<file path="config.mk">
export PLATFORM = sky130hd
export DESIGN_NAME = wos_top
export DESIGN_NICKNAME = d
export VERILOG_FILES = /design/src/logic/wos_sync3.v /design/src/logic/wos_top.v
export VERILOG_INCLUDE_DIRS = /design/src /design/src/logic
export SDC_FILE = /design/constraint.sdc
export NUM_CORES = 1
export LEC_CHECK = 0
export BUFFER_PORTS_ARGS = -buffer_cell sky130_fd_sc_hd__buf_2
export CORE_MARGIN = 2
export CORE_UTILIZATION = 35
export DETAILED_ROUTE_END_ITERATION = 10
export PLACE_DENSITY = 0.5
export SLEW_MARGIN = 40
export SYNTH_ARGS = -nofsm -noshare
export SYNTH_HDL_FRONTEND = slang
export SYNTH_SLANG_ARGS = --single-unit
</file>
<file path="constraint.sdc">
create_clock -name CLOCK -period 2.2 [get_ports CLOCK]
set_input_delay 0 -clock CLOCK [delete_from_list [all_inputs] [get_ports CLOCK]]
set_output_delay 0 -clock CLOCK [all_outputs]
set_load 0.005 [all_outputs]
</file>
<file path="src/logic/wos_consts.vh">
// constants for the waveform output steering block
// Operation
// - steering enabled: output carries shaped waveform, polarity applied.
// - steering disabled: output carries its override level.
// - steering and override bits act only in modes 000 and 001.
// - in mode 001 steering enables take effect only at the buffered update point.
// - clock select 1 picks fast internal oscillator, 0 picks system clock.
// - input selector codes route pin, comparators, capture units, logic cells, pulse gens.
// - reserved selector codes connect no source to the generator input.
// - unused upper bits of input and clock select registers ignore writes, read zero.
// - polarity bit 1 inverts the steered waveform, 0 leaves it normal.
`ifndef WOS_CONSTS_VH
`define WOS_CONSTS_VH
`define WOS_ADDR_W        4
`define WOS_ADDR_STEER    4'h0
`define WOS_ADDR_CLKSEL   4'h1
`define WOS_ADDR_INSEL    4'h2
`define WOS_ADDR_CTRL0    4'h3
`define WOS_ADDR_CTRL1    4'h4
`define WOS_ADDR_STATUS   4'h5
`define WOS_RST_STEER     8'h00
`define WOS_RST_OVR       4'h0
`define WOS_RST_ENA       4'h0
`define WOS_RST_CLKSEL    1'b0
`define WOS_RST_INSEL     4'h0
`define WOS_RST_MODE      3'h0
`define WOS_RST_POL       4'h0
`define WOS_MODE_STEER_A  3'h0
`define WOS_MODE_STEER_S  3'h1
`define WOS_IS_PIN        4'h0
`define WOS_IS_CMP1       4'h1
`define WOS_IS_CMP2       4'h2
`define WOS_IS_CCP1       4'h3
`define WOS_IS_CCP2       4'h4
`define WOS_IS_LC1        4'h5
`define WOS_IS_LC2        4'h6
`define WOS_IS_PG3        4'h9
`define WOS_IS_PG4        4'hA
`endif

</file>
<file path="src/logic/wos_sync3.v">
// three-flop input synchroniser with agreement filter
`default_nettype none
module wos_sync3 #(
  parameter W = 1
) (
  input  wire         clk,
  input  wire         arst_n,
  input  wire [W-1:0] d,
  output reg  [W-1:0] q
);
  reg [W-1:0] s1;
  reg [W-1:0] s2;
  reg [W-1:0] s3;
  integer i;
  always @(posedge clk or negedge arst_n) begin
    if (!arst_n) begin
      s1 <= {W{1'b0}};
      s2 <= {W{1'b0}};
      s3 <= {W{1'b0}};
      q  <= {W{1'b0}};
    end else begin
      s1 <= d;
      s2 <= s1;
      s3 <= s2;
      // only stages two and three vote
      for (i = 0; i < W; i = i + 1) begin
        if (s2[i] == s3[i]) begin
          q[i] <= s3[i];
        end
      end
    end
  end
endmodule // wos_sync3
`default_nettype wire

</file>
<file path="src/logic/wos_top.v">
// output steering, clock and input selection of the waveform generator
`default_nettype none
`include "wos_consts.vh"
module wos_top (
  input  wire                   CLOCK,
  input  wire                   ARST_N,
  input  wire [`WOS_ADDR_W-1:0] ADDR,
  input  wire [7:0]             WDATA,
  input  wire                   WR,
  input  wire                   RD,
  output reg  [7:0]             RDATA,
  input  wire                   FAST_INTERNAL_OSC,
  input  wire                   WAVEFORM_INPUT_PIN,
  input  wire                   COMPARATOR1_SYNCED,
  input  wire                   COMPARATOR2_SYNCED,
  input  wire                   CAPTURE_UNIT1_OUT,
  input  wire                   CAPTURE_UNIT2_OUT,
  input  wire                   LOGIC_CELL1_OUT,
  input  wire                   LOGIC_CELL2_OUT,
  input  wire                   PULSE_GEN3_OUT,
  input  wire                   PULSE_GEN4_OUT,
  input  wire                   SHAPED_WAVEFORM,
  input  wire                   UPDATE_POINT,
  output reg                    SELECTED_INPUT,
  output reg                    GEN_CLOCK_ENABLE,
  output reg                    OUTPUT_A,
  output reg                    OUTPUT_B,
  output reg                    OUTPUT_C,
  output reg                    OUTPUT_D
);
  // register file
  reg [3:0] override_level;
  reg [3:0] steer_enable;
  reg [3:0] steer_live;
  reg       clock_sel;
  reg [3:0] input_source_sel;
  reg [2:0] mode;
  reg [3:0] invert_output;

  // external inputs pass the three-flop filter
  wire [9:0] ext_raw;
  wire [9:0] ext;
  assign ext_raw = {FAST_INTERNAL_OSC, WAVEFORM_INPUT_PIN, COMPARATOR1_SYNCED,
                    COMPARATOR2_SYNCED, CAPTURE_UNIT1_OUT, CAPTURE_UNIT2_OUT,
                    LOGIC_CELL1_OUT, LOGIC_CELL2_OUT, PULSE_GEN3_OUT, PULSE_GEN4_OUT};

  wos_sync3 #(.W(10)) u_sync (
    .clk    (CLOCK),
    .arst_n (ARST_N),
    .d      (ext_raw),
    .q      (ext)
  );

  wire fosc_in = ext[9];

  function source_pick;
    input [3:0] sel;
    input [8:0] src;
    begin
      case (sel)
        `WOS_IS_PIN:  source_pick = src[8];
        `WOS_IS_CMP1: source_pick = src[7];
        `WOS_IS_CMP2: source_pick = src[6];
        `WOS_IS_CCP1: source_pick = src[5];
        `WOS_IS_CCP2: source_pick = src[4];
        `WOS_IS_LC1:  source_pick = src[3];
        `WOS_IS_LC2:  source_pick = src[2];
        `WOS_IS_PG3:  source_pick = src[1];
        `WOS_IS_PG4:  source_pick = src[0];
        default:      source_pick = 1'b0;
      endcase
    end
  endfunction

  // rising edge of the filtered fast oscillator is the generator tick
  reg  fosc_prev;
  wire fast_tick = fosc_in & ~fosc_prev;
  wire gen_tick  = clock_sel ? fast_tick : 1'b1;

  // register writes
  always @(posedge CLOCK or negedge ARST_N) begin
    if (!ARST_N) begin
      override_level   <= `WOS_RST_OVR;
      steer_enable     <= `WOS_RST_ENA;
      clock_sel        <= `WOS_RST_CLKSEL;
      input_source_sel <= `WOS_RST_INSEL;
      mode             <= `WOS_RST_MODE;
      invert_output    <= `WOS_RST_POL;
    end else if (WR) begin
      case (ADDR)
        `WOS_ADDR_STEER: begin
          override_level <= WDATA[7:4];
          steer_enable   <= WDATA[3:0];
        end
        `WOS_ADDR_CLKSEL: clock_sel        <= WDATA[0];
        `WOS_ADDR_INSEL:  input_source_sel <= WDATA[3:0];
        `WOS_ADDR_CTRL0:  mode             <= WDATA[2:0];
        `WOS_ADDR_CTRL1:  invert_output    <= WDATA[3:0];
        default: ;
      endcase
    end
  end

  // register reads, one cycle later
  always @(posedge CLOCK or negedge ARST_N) begin
    if (!ARST_N) begin
      RDATA <= 8'h00;
    end else if (RD) begin
      case (ADDR)
        `WOS_ADDR_STEER:  RDATA <= {override_level, steer_enable};
        `WOS_ADDR_CLKSEL: RDATA <= {7'h00, clock_sel};
        `WOS_ADDR_INSEL:  RDATA <= {4'h0, input_source_sel};
        `WOS_ADDR_CTRL0:  RDATA <= {5'h00, mode};
        `WOS_ADDR_CTRL1:  RDATA <= {2'h0, SELECTED_INPUT, 1'b0, invert_output};
        `WOS_ADDR_STATUS: RDATA <= {OUTPUT_D, OUTPUT_C, OUTPUT_B, OUTPUT_A, steer_live};
        default:          RDATA <= 8'h00;
      endcase
    end else begin
      RDATA <= 8'h00;
    end
  end

  wire steer_mode = (mode == `WOS_MODE_STEER_A) || (mode == `WOS_MODE_STEER_S);

  // steering enables in effect; buffered in synchronous mode
  always @(posedge CLOCK or negedge ARST_N) begin
    if (!ARST_N) begin
      steer_live <= `WOS_RST_ENA;
    end else if (mode == `WOS_MODE_STEER_S) begin
      if (UPDATE_POINT) begin
        steer_live <= steer_enable;
      end
    end else begin
      steer_live <= steer_enable;
    end
  end

  // outputs refresh only on the generator tick, so a steering change lands on it
  reg [3:0] next_out;
  integer k;
  always @* begin
    for (k = 0; k < 4; k = k + 1) begin
      if (!steer_mode) begin
        next_out[k] = SHAPED_WAVEFORM ^ invert_output[k];
      end else if (steer_live[k]) begin
        next_out[k] = SHAPED_WAVEFORM ^ invert_output[k];
      end else begin
        next_out[k] = override_level[k];
      end
    end
  end

  always @(posedge CLOCK or negedge ARST_N) begin
    if (!ARST_N) begin
      fosc_prev        <= 1'b0;
      GEN_CLOCK_ENABLE <= 1'b0;
      SELECTED_INPUT   <= 1'b0;
      OUTPUT_A         <= 1'b0;
      OUTPUT_B         <= 1'b0;
      OUTPUT_C         <= 1'b0;
      OUTPUT_D         <= 1'b0;
    end else begin
      fosc_prev        <= fosc_in;
      GEN_CLOCK_ENABLE <= gen_tick;
      SELECTED_INPUT   <= source_pick(input_source_sel, ext[8:0]);
      if (gen_tick) begin
        OUTPUT_A <= next_out[0];
        OUTPUT_B <= next_out[1];
        OUTPUT_C <= next_out[2];
        OUTPUT_D <= next_out[3];
      end
    end
  end
endmodule // wos_top
`default_nettype wire

</file>
==> flow_summary.yaml, run 1 <==
floorplan:
  fp.dieW_um: 96.69
  die-area_um2: 9348
  core-area_um2: 8258
  fp-row-count: 33
  io_pins: 42
  initial_core_util: 0.3641
  chipHeight_um: 96.69
pwr:
  p_seq_frac: 0.516
  sw_frac_of_total: 0.2693
  p_comb_frac: 0.145
  p_switching_mw: 0.9675
  internal_power_mw: 2.625
  power.leakage_nw: 1.652
  peakVddDrop_mv: 0.3568
  p_per_area_nw_per_um2: 955.5
  clock_power_share: 0.338
place:
  hpwl_um: 3990
  numPortBuffers: 41
  dp_cells: 346
  dpl_worst_slack_ns: 0.8463
  gp_congestion: 0.8198
synth:
  async_flop_share: 1.000
  synth-seq-cells: 79
  ys.warnings.count: 0
  ys_types: 37
  synth_top_flop_cell: "dfrtp_1"
  synth_edf_count: 0
  syn_area_per_cell_um2: 14.74
  synth_seq_area_share: 0.6575
  synthesis.nets: 232
  synth_area_um2: 3007
  netlist_instances: 204
outcome:
  status: "complete, no violations"
clock_tree:
  clk_pin_slew_worst_paths_ns: 0.08
  clkLatencyLatePin_ns: 0.35
  cts_tree: "built"
  clockBufferDepth: 2
  clock-sinks: 79
  cts_setup_buffers: 0
  htree_levels: 3
  cts_root_buf: "clkbuf_8"
  cts_buffers: 9
global_routing:
  grt_pass1_wl_um: 9680
  grt_max_degree: 46
  top_usage_layer: "met2"
  grt_pass1_vias: 1860
  grt_util_met3: 0.02746
  grt-ovfl-total: 0
  gr-usage-met2: 0.1982
  globalRouteMet1Util: 0.1863
  grtUsageTotal: 0.1346
  antenna_found_initial: 0
cells_and_area:
  synthToLayoutAreaGrowth_pct: 25.05
  final_common_cell: "dfrtp_1"
  instances_no_fill: 383
  final-seq-area_um2: 1977
  num-fill-cells: 773
  drive_above_1_share: 0.3633
  antenna_cells: 0
  nets: 301
  multi_input_area_um2: 979.7
  final_cell_mix: "dfrtp_1, buf_2, mux2_2, dlygate4sd3_1"
routing:
  ant_nets: 0
  wirelength_um: 5803
  firstDrtPassIters: 4
  routed-via-count: 1813
  drt_iter0_markers: 69
  wl_per_cell_um: 15.15
  post-route-drc-count: 0
  routed_via_density: 4.734
timing:
  timing.clock.skew_ns: 0.007370
  rsz0062_at_grt: "false"
  min_period_over_period: 0.8136
  setup_ws_ns: 0.4101
  max_freq_mhz: 558.7
  setup_viol_count_final: 0
  finalWorstPathRequiredPeriod_ns: 1.790
  drv_slew: 0
  tns_ns: 0
  relSlewSlack: 0.6186
  worst_pin_slew_ns: 0.5721
  hold_viol: 0
critical_path:
  arrival_ns: 2.02
  worstPathRequired_ns: 2.43
  crit_fanout: 3
  crit_path_start_kind: "flip-flop"
  critPathCaptureType: "flip-flop"
  criticalPathCategory: "reg2reg"
run:
  cap_viol_max_count: 0
hold_path:
  hold_path.class: "in2reg"
-- synthesized netlist by cell type, types with 2 or more instances --
library cell | number | share of area
a21oi_1 | 6 | 0.010
o21ai_0 | 5 | 0.0083
a32oi_1 | 2 | 0.0058
inv_1 | 3 | 0.0037
maj3_1 | 10 | 0.033
mux2_2 | 33 | 0.12
a22oi_1 | 3 | 0.0075
nor3_1 | 4 | 0.0067
nand3b_1 | 2 | 0.0050
dfrtp_1 | 79 | 0.66
nand2_1 | 10 | 0.012
a31oi_1 | 2 | 0.0042
mux2i_1 | 6 | 0.020
nor3b_1 | 2 | 0.0050
buf_4 | 4 | 0.010
xnor2_1 | 4 | 0.012
nor2_1 | 9 | 0.011
-- final cells by class --
class	instances	area share
inverters	3	0.002995
well taps	105	0.03494
clock buffers	9	0.03295
flip-flops and latches	79	0.5258
repair buffers	64	0.1151
clock inverters	7	0.02762
multi-input cells	116	0.2606
-- state kept, by name, summed over array words and instances (netlist names) --
register,flops
SELECTED_INPUT,1
steer_live,4
GEN_CLOCK_ENABLE,1
OUTPUT_D,1
steer_enable,4
invert_output,4
OUTPUT_C,1
mode,3
input_source_sel,4
OUTPUT_A,1
override_level,4
u_sync.s2,10
u_sync.q,10
u_sync.s3,10
OUTPUT_B,1
fosc_prev,1
u_sync.s1,10
RDATA,8
clock_sel,1
-- metal layers --
metal | up-vias | part of all wire | wire length [um]
li1 | 874 | - | -
met1 | 889 | 0.48 | 2770
met2 | 43 | 0.47 | 2710
met3 | 7 | 0.039 | 226
met4 | 0 | 0.017 | 96
met5 | - | 0 | 0
-- metrics by stage --
stage	power, mW	hold slack [ns]	util	instance area, um^2
detailed placement	2.386	0.04445	0.4023	3322
finish	3.593	0.06357	0.4553	3760
CTS	3.658	0.04309	0.4553	3760
global placement	2.378	0.03469	0.4023	3322
floorplan	2.157	-0.2956	-	3007
global route	3.786	0.06899	0.4553	3760
-- critical path, cell delays in order, from the launching register on --
cell           delay [ns]
dfrtp_1              0.43
mux4_2               0.48
mux2i_1              0.15
nor3b_1              0.07
dlygate4sd3_1        0.56
-- power by group through the flow --
stage / clock network [mW] / logic [mW] / registers (mW)
final: 1.22 / 0.522 / 1.86
after global routing: 1.32 / 0.581 / 1.89
after CTS: 1.27 / 0.532 / 1.86
after detailed placement: 0 / 0.500 / 1.89
after global placement: 0 / 0.491 / 1.89
after floorplan: 0 / 0.348 / 1.81
-- logic make-up after synthesis --
logic type,count (synthesis),synth area share
mux,40,0.1511
buf+inv,9,0.01664
xor+xnor,4,0.01165
fa+ha+maj,10,0.03329
compound gates,21,0.04328
simple gates,41,0.08656
flops,79,0.6575
-- repair_timing --
item | in CTS | in global routing
endpoints found under the hold margin | 74 | 0
gates resized for setup | 0 | 0
hold buffers | 21 | 0
-- worst paths after layout --
path,start,endpoint,slack [ns],cells past startpoint
setup / recovery,invert_output[0],RDATA[0],0.41,4
hold / removal,ADDR[3],RDATA[5],0.06,3
min in group asynchronous,ARST_N,u_sync.s1[9],0.18,2
max in group asynchronous,ARST_N,u_sync.q[8],1.35,3
setup reg to reg,invert_output[0],RDATA[0],0.41,4
hold reg to reg,u_sync.s1[5],u_sync.s2[5],0.35,0
Note: power is estimated with default switching activity, not from simulation.
==> inputs of run 2 (changes only) <==
- clock period: 2.2 -> 1.8 ns (I/O delays scaled with it)
==> run 2 against run 1 <==
  * Sequential share of layout area increased by 0.51 points
  * Critical path depth decreased by 2
  * Clock skew about the same
  * Global-route usage increased by 0.15 points
  * Final cell count unchanged
  * Critical path type unchanged
  * Critical endpoint is now steer_live[2]
==> flow_summary.yaml, run 2 (same netlist as run 1, synthesis figures left out) <==
place:
  gp_congestion: 0.8253
  hpwl_um: 4038
  numPortBuffers: 41
critical_path:
  r2r_end: "steer_live[2]"
  arrival_ns: 1.61
  critPathCaptureType: "flip-flop"
  worstPathRequired_ns: 2.04
  reg2regPathDepth: 2
  crit_fanout: 7
  crit_path_start_kind: "flip-flop"
  rr_startpoint: "mode[2]"
  reg2reg_slack_ns: 0.43
  criticalPathCategory: "reg2reg"
timing:
  min_period_over_period: 0.7623
  drv_slew: 0
  setup_viol_count_final: 0
  relSlewSlack: 0.6560
  worst_pin_slew_ns: 0.5160
  timing.clock.skew_ns: 0.007696
  finalWorstPathRequiredPeriod_ns: 1.372
  max_freq_mhz: 728.8
  rsz0062_at_grt: "false"
  hold_viol: 0
  whs_ns: 0.08012
  tns_ns: 0
floorplan:
  core-area_um2: 8258
  fp-row-count: 33
  die-area_um2: 9348
  chipHeight_um: 96.69
  io_pins: 42
  fp.dieW_um: 96.69
  initial_core_util: 0.3641
cells_and_area:
  nets: 301
  antenna_cells: 0
  final_common_cell: "dfrtp_1"
  num-fill-cells: 789
  final_cell_mix: "dfrtp_1, buf_2, mux2_2, dlygate4sd3_1"
  drive_above_1_share: 0.3633
  synthToLayoutAreaGrowth_pct: 23.85
clock_tree:
  cts_resized: 0
  clkLatencyLatePin_ns: 0.35
  clockBufferDepth: 2
  clock-sinks: 79
  htree_levels: 3
  cts_buffers: 9
  cts_root_buf: "clkbuf_8"
  clk_pin_slew_worst_paths_ns: 0.08
  cts_tree: "built"
outcome:
  status: "complete, no violations"
pwr:
  power.leakage_nw: 1.632
  peakVddDrop_mv: 0.4451
  p_per_area_nw_per_um2: 1103
global_routing:
  globalRouteMet1Util: 0.1837
  grt_util_met3: 0.04769
  gr-usage-met2: 0.2073
  grt-ovfl-total: 0
  grt_max_degree: 41
  antenna_found_initial: 0
  grt_pass1_vias: 1854
  grt_pass1_wl_um: 9867
  grtUsageTotal: 0.1361
  top_usage_layer: "met2"
routing:
  routed_via_density: 4.749
  wl_per_cell_um: 15.39
  wirelength_um: 5896
  drt_iter0_markers: 49
  routed-via-count: 1819
  post-route-drc-count: 0
  firstDrtPassIters: 4
  ant_nets: 0
hold_path:
  min_from: "UPDATE_POINT"
  hold_depth: 3
  hold_path.class: "in2reg"
  holdPathEnd: "steer_live[3]"
run:
  cap_viol_max_count: 0
run 2: what timing repair did:
item | in CTS | in global routing
hold endpoints to repair | 69 | 0
setup buffers | 0 | 0
hold buffers | 21 | 0
run 2: layer usage:
layer,part of all wire,wire length (um),up-vias
met1,0.48,2854,894
met4,0.014,83,0
met3,0.043,253,10
met2,0.46,2706,41
met5,0,0,-
li1,-,-,874
run 2: area by class of cell:
cell class,count,area (um^2),share of cell area
flip-flops and latches,79,1977,0.5309
multi-input cells,116,979.7,0.2631
repair buffers,64,445.4,0.1196
well taps,105,131.4,0.03528
clock buffers,9,123.9,0.03327
clock inverters,7,55.05,0.01478
inverters,3,11.26,0.003024
run 2: worst max path at each step:
stage,startpoint,to,slack (ns),cells after the start
2_1_floorplan,mode[2],steer_live[0],0.52,2
3_3_place_gp,mode[2],steer_live[2],0.47,2
3_5_place_dp,mode[2],steer_live[2],0.45,2
4_1_cts,input_source_sel[0],SELECTED_INPUT,0.41,4
5_1_grt,input_source_sel[0],SELECTED_INPUT,0.36,4
6_report,mode[2],steer_live[2],0.43,2
run 2: critical path: stages (launching register included):
cell and delay (ns):
dfrtp_1 0.47, nor4b_4 0.42, mux2_2 0.38
run 2: through the flow:
step	instances	util	power, mW	setup slack [ns]	cell area [um^2]
2_1_floorplan	204	-	2.637	0.5193	3007
3_3_place_gp	346	0.4038	2.908	0.4659	3334
3_5_place_dp	346	0.4038	2.922	0.4515	3334
4_1_cts	383	0.4509	4.177	0.4094	3724
5_1_grt	383	0.4509	4.353	0.3552	3724
6_report	383	0.4509	4.108	0.4279	3724
run 2: where the power goes:
part	switching [mW]	internal [mW]
Clock	0.678	0.514
Combinational	0.256	0.386
Sequential	0.250	2.02
==> inputs of run 3 (changes only) <==
- clock period: 1.8 -> 1.4 ns (I/O delays scaled with it)
==> run 3 against run 2 <==
  * Register-to-register slack got worse by 0.38 ns
  * Clock skew increased by 0.0011 ns
  * Final cell count increased by 0.78%
  * Setup slack got worse by 0.38 ns
  * Non-clock buffer count increased by 3
  * Routed wire length increased by 0.68%
  * Critical endpoint is now steer_live[3]
==> flow_summary.yaml, run 3 (same netlist as run 1, synthesis figures left out) <==
outcome:
  status: "complete, no violations"
floorplan:
  die-area_um2: 9348
  core-area_um2: 8258
  initial_core_util: 0.3641
  fp-row-count: 33
  fp.dieW_um: 96.69
  chipHeight_um: 96.69
  io_pins: 42
hold_path:
  hold_depth: 3
  hold_path.class: "in2reg"
  holdPathEnd: "clock_sel"
  min_from: "WR"
critical_path:
  critPathMaxStageDelay_ns: 0.47
  reg2regPathDepth: 2
  rr_startpoint: "mode[1]"
  slowest_stage: "dfrtp_2"
  reg2reg_slack_ns: 0.05
  crit_chain: "nor4b_4 -> mux2_2"
  criticalPathCategory: "reg2reg"
  critPathCaptureType: "flip-flop"
  r2r_end: "steer_live[3]"
  cp_top_family: "flip-flops"
  crit_fanout: 7
  worstPathRequired_ns: 1.64
  crit_path_start_kind: "flip-flop"
  path_buf_inv: 0
  arrival_ns: 1.59
timing:
  worst_pin_slew_ns: 0.3962
  hold_viol: 0
  tns_ns: 0
  min_period_over_period: 0.9628
  timing.clock.skew_ns: 0.008772
  max_freq_mhz: 741.9
  setup_viol_count_final: 0
  rsz0062_at_grt: "false"
  setup_ws_ns: 0.05203
  finalWorstPathRequiredPeriod_ns: 1.348
  whs_ns: 0.07067
  drv_slew: 0
  relSlewSlack: 0.7359
clock_tree:
  cts_setup_buffers: 0
  clk_pin_slew_worst_paths_ns: 0.09
  htree_levels: 3
  cts_buffers: 9
  clkLatencyLatePin_ns: 0.36
  clock-sinks: 79
  clockBufferDepth: 2
  cts_root_buf: "clkbuf_8"
  cts_tree: "built"
pwr:
  power.leakage_nw: 1.682
  clock_power_share: 0.340
  power_mw: 5.699
  internal_power_mw: 4.147
  p_switching_mw: 1.552
  p_seq_frac: 0.511
  p_comb_frac: 0.149
  p_per_area_nw_per_um2: 1492
  peakVddDrop_mv: 0.6602
  sw_frac_of_total: 0.2723
cells_and_area:
  final_cell_mix: "dfrtp_1, buf_2, mux2_2, dlygate4sd3_1, maj3_1"
  antenna_cells: 0
  final_common_cell: "dfrtp_1"
  nets: 304
  drive_above_1_share: 0.3808
  instances_no_fill: 386
  synthToLayoutAreaGrowth_pct: 27.05
global_routing:
  grt_pass1_vias: 1882
  grt_max_degree: 31
  grt-ovfl-total: 0
  grt_pass1_wl_um: 9970
  grtUsageTotal: 0.1371
  antenna_found_initial: 0
routing:
  ant_nets: 0
  routed-via-count: 1844
  wl_met3_um: 232
  wl_per_cell_um: 15.38
  firstDrtPassIters: 4
  wl_met2_um: 2699
  post-route-drc-count: 0
  m1WireLength_um: 2893
  top_layer: "met4"
  drt_iter0_markers: 70
  wirelength_um: 5936
  routed_via_density: 4.777
place:
  dpl_worst_slack_ns: 0.01727
  dp_cells: 349
  hpwl_um: 4065
  numPortBuffers: 41
  gp_congestion: 0.8170
run:
  cap_viol_max_count: 0
## run 3: changes by cell type in the layout (fill, tap and decap cells not counted), sizes merged
cell      change
buf           +3
clkinvlp      -2
bufinv        +2
## run 3: worst max path at each step
stage	cells after the start	start	slack, ns	end
floorplan	2	mode[2]	0.12	steer_live[0]
global placement	2	mode[2]	0.06	steer_live[3]
detailed placement	2	mode[2]	0.02	steer_live[3]
CTS	2	mode[2]	0.007	steer_live[3]
global route	2	mode[2]	0.0008	steer_live[1]
finish	2	mode[1]	0.05	steer_live[3]
## run 3: repair_timing
action / 4_1_cts / 5_1_grt
setup endpoints to repair: 0 / 15
hold buffers: 21 / 0
hold endpoints to repair: 110 / 0
resized for setup: 0 / 4
## run 3: worst reg2reg max path, stage by stage (launching register included)
cell and delay, ns:
dfrtp_2 0.47, nor4b_4 0.40, mux2_2 0.38
## run 3: per-stage QoR
| step | utilization | area (um^2) |
|---|---|---|
| 2_1_floorplan | - | 3007 |
| 5_1_grt | 0.4626 | 3820 |
| 4_1_cts | 0.4609 | 3806 |
| 3_5_place_dp | 0.4080 | 3369 |
| 6_report | 0.4626 | 3820 |
| 3_3_place_gp | 0.4080 | 3369 |
## run 3: cell type report
type                            instances  area, um^2
Multi-Input combinational cell        116       992.2
Sequential cell                        79        1978
Fill cell                             773        4438
Clock inverter                          7       102.6
Tap cell                              105       131.4
Timing Repair Buffer                   67       480.5
Clock buffer                            9       123.9
Inverter                                3       11.26
## run 3: layer usage
metal,up-vias,global-route usage
met5,-,0
met4,0,0.06501
met3,7,0.03179
met2,39,0.1993
met1,926,0.1942
li1,872,-
## run 3: power by group through the flow
stage	registers (mW)	logic, mW	clock network, mW
global route	2.96	0.941	2.10
global placement	2.95	0.799	0
detailed placement	2.95	0.813	0
finish	2.91	0.849	1.94
CTS	2.90	0.863	1.99
floorplan	2.84	0.546	0
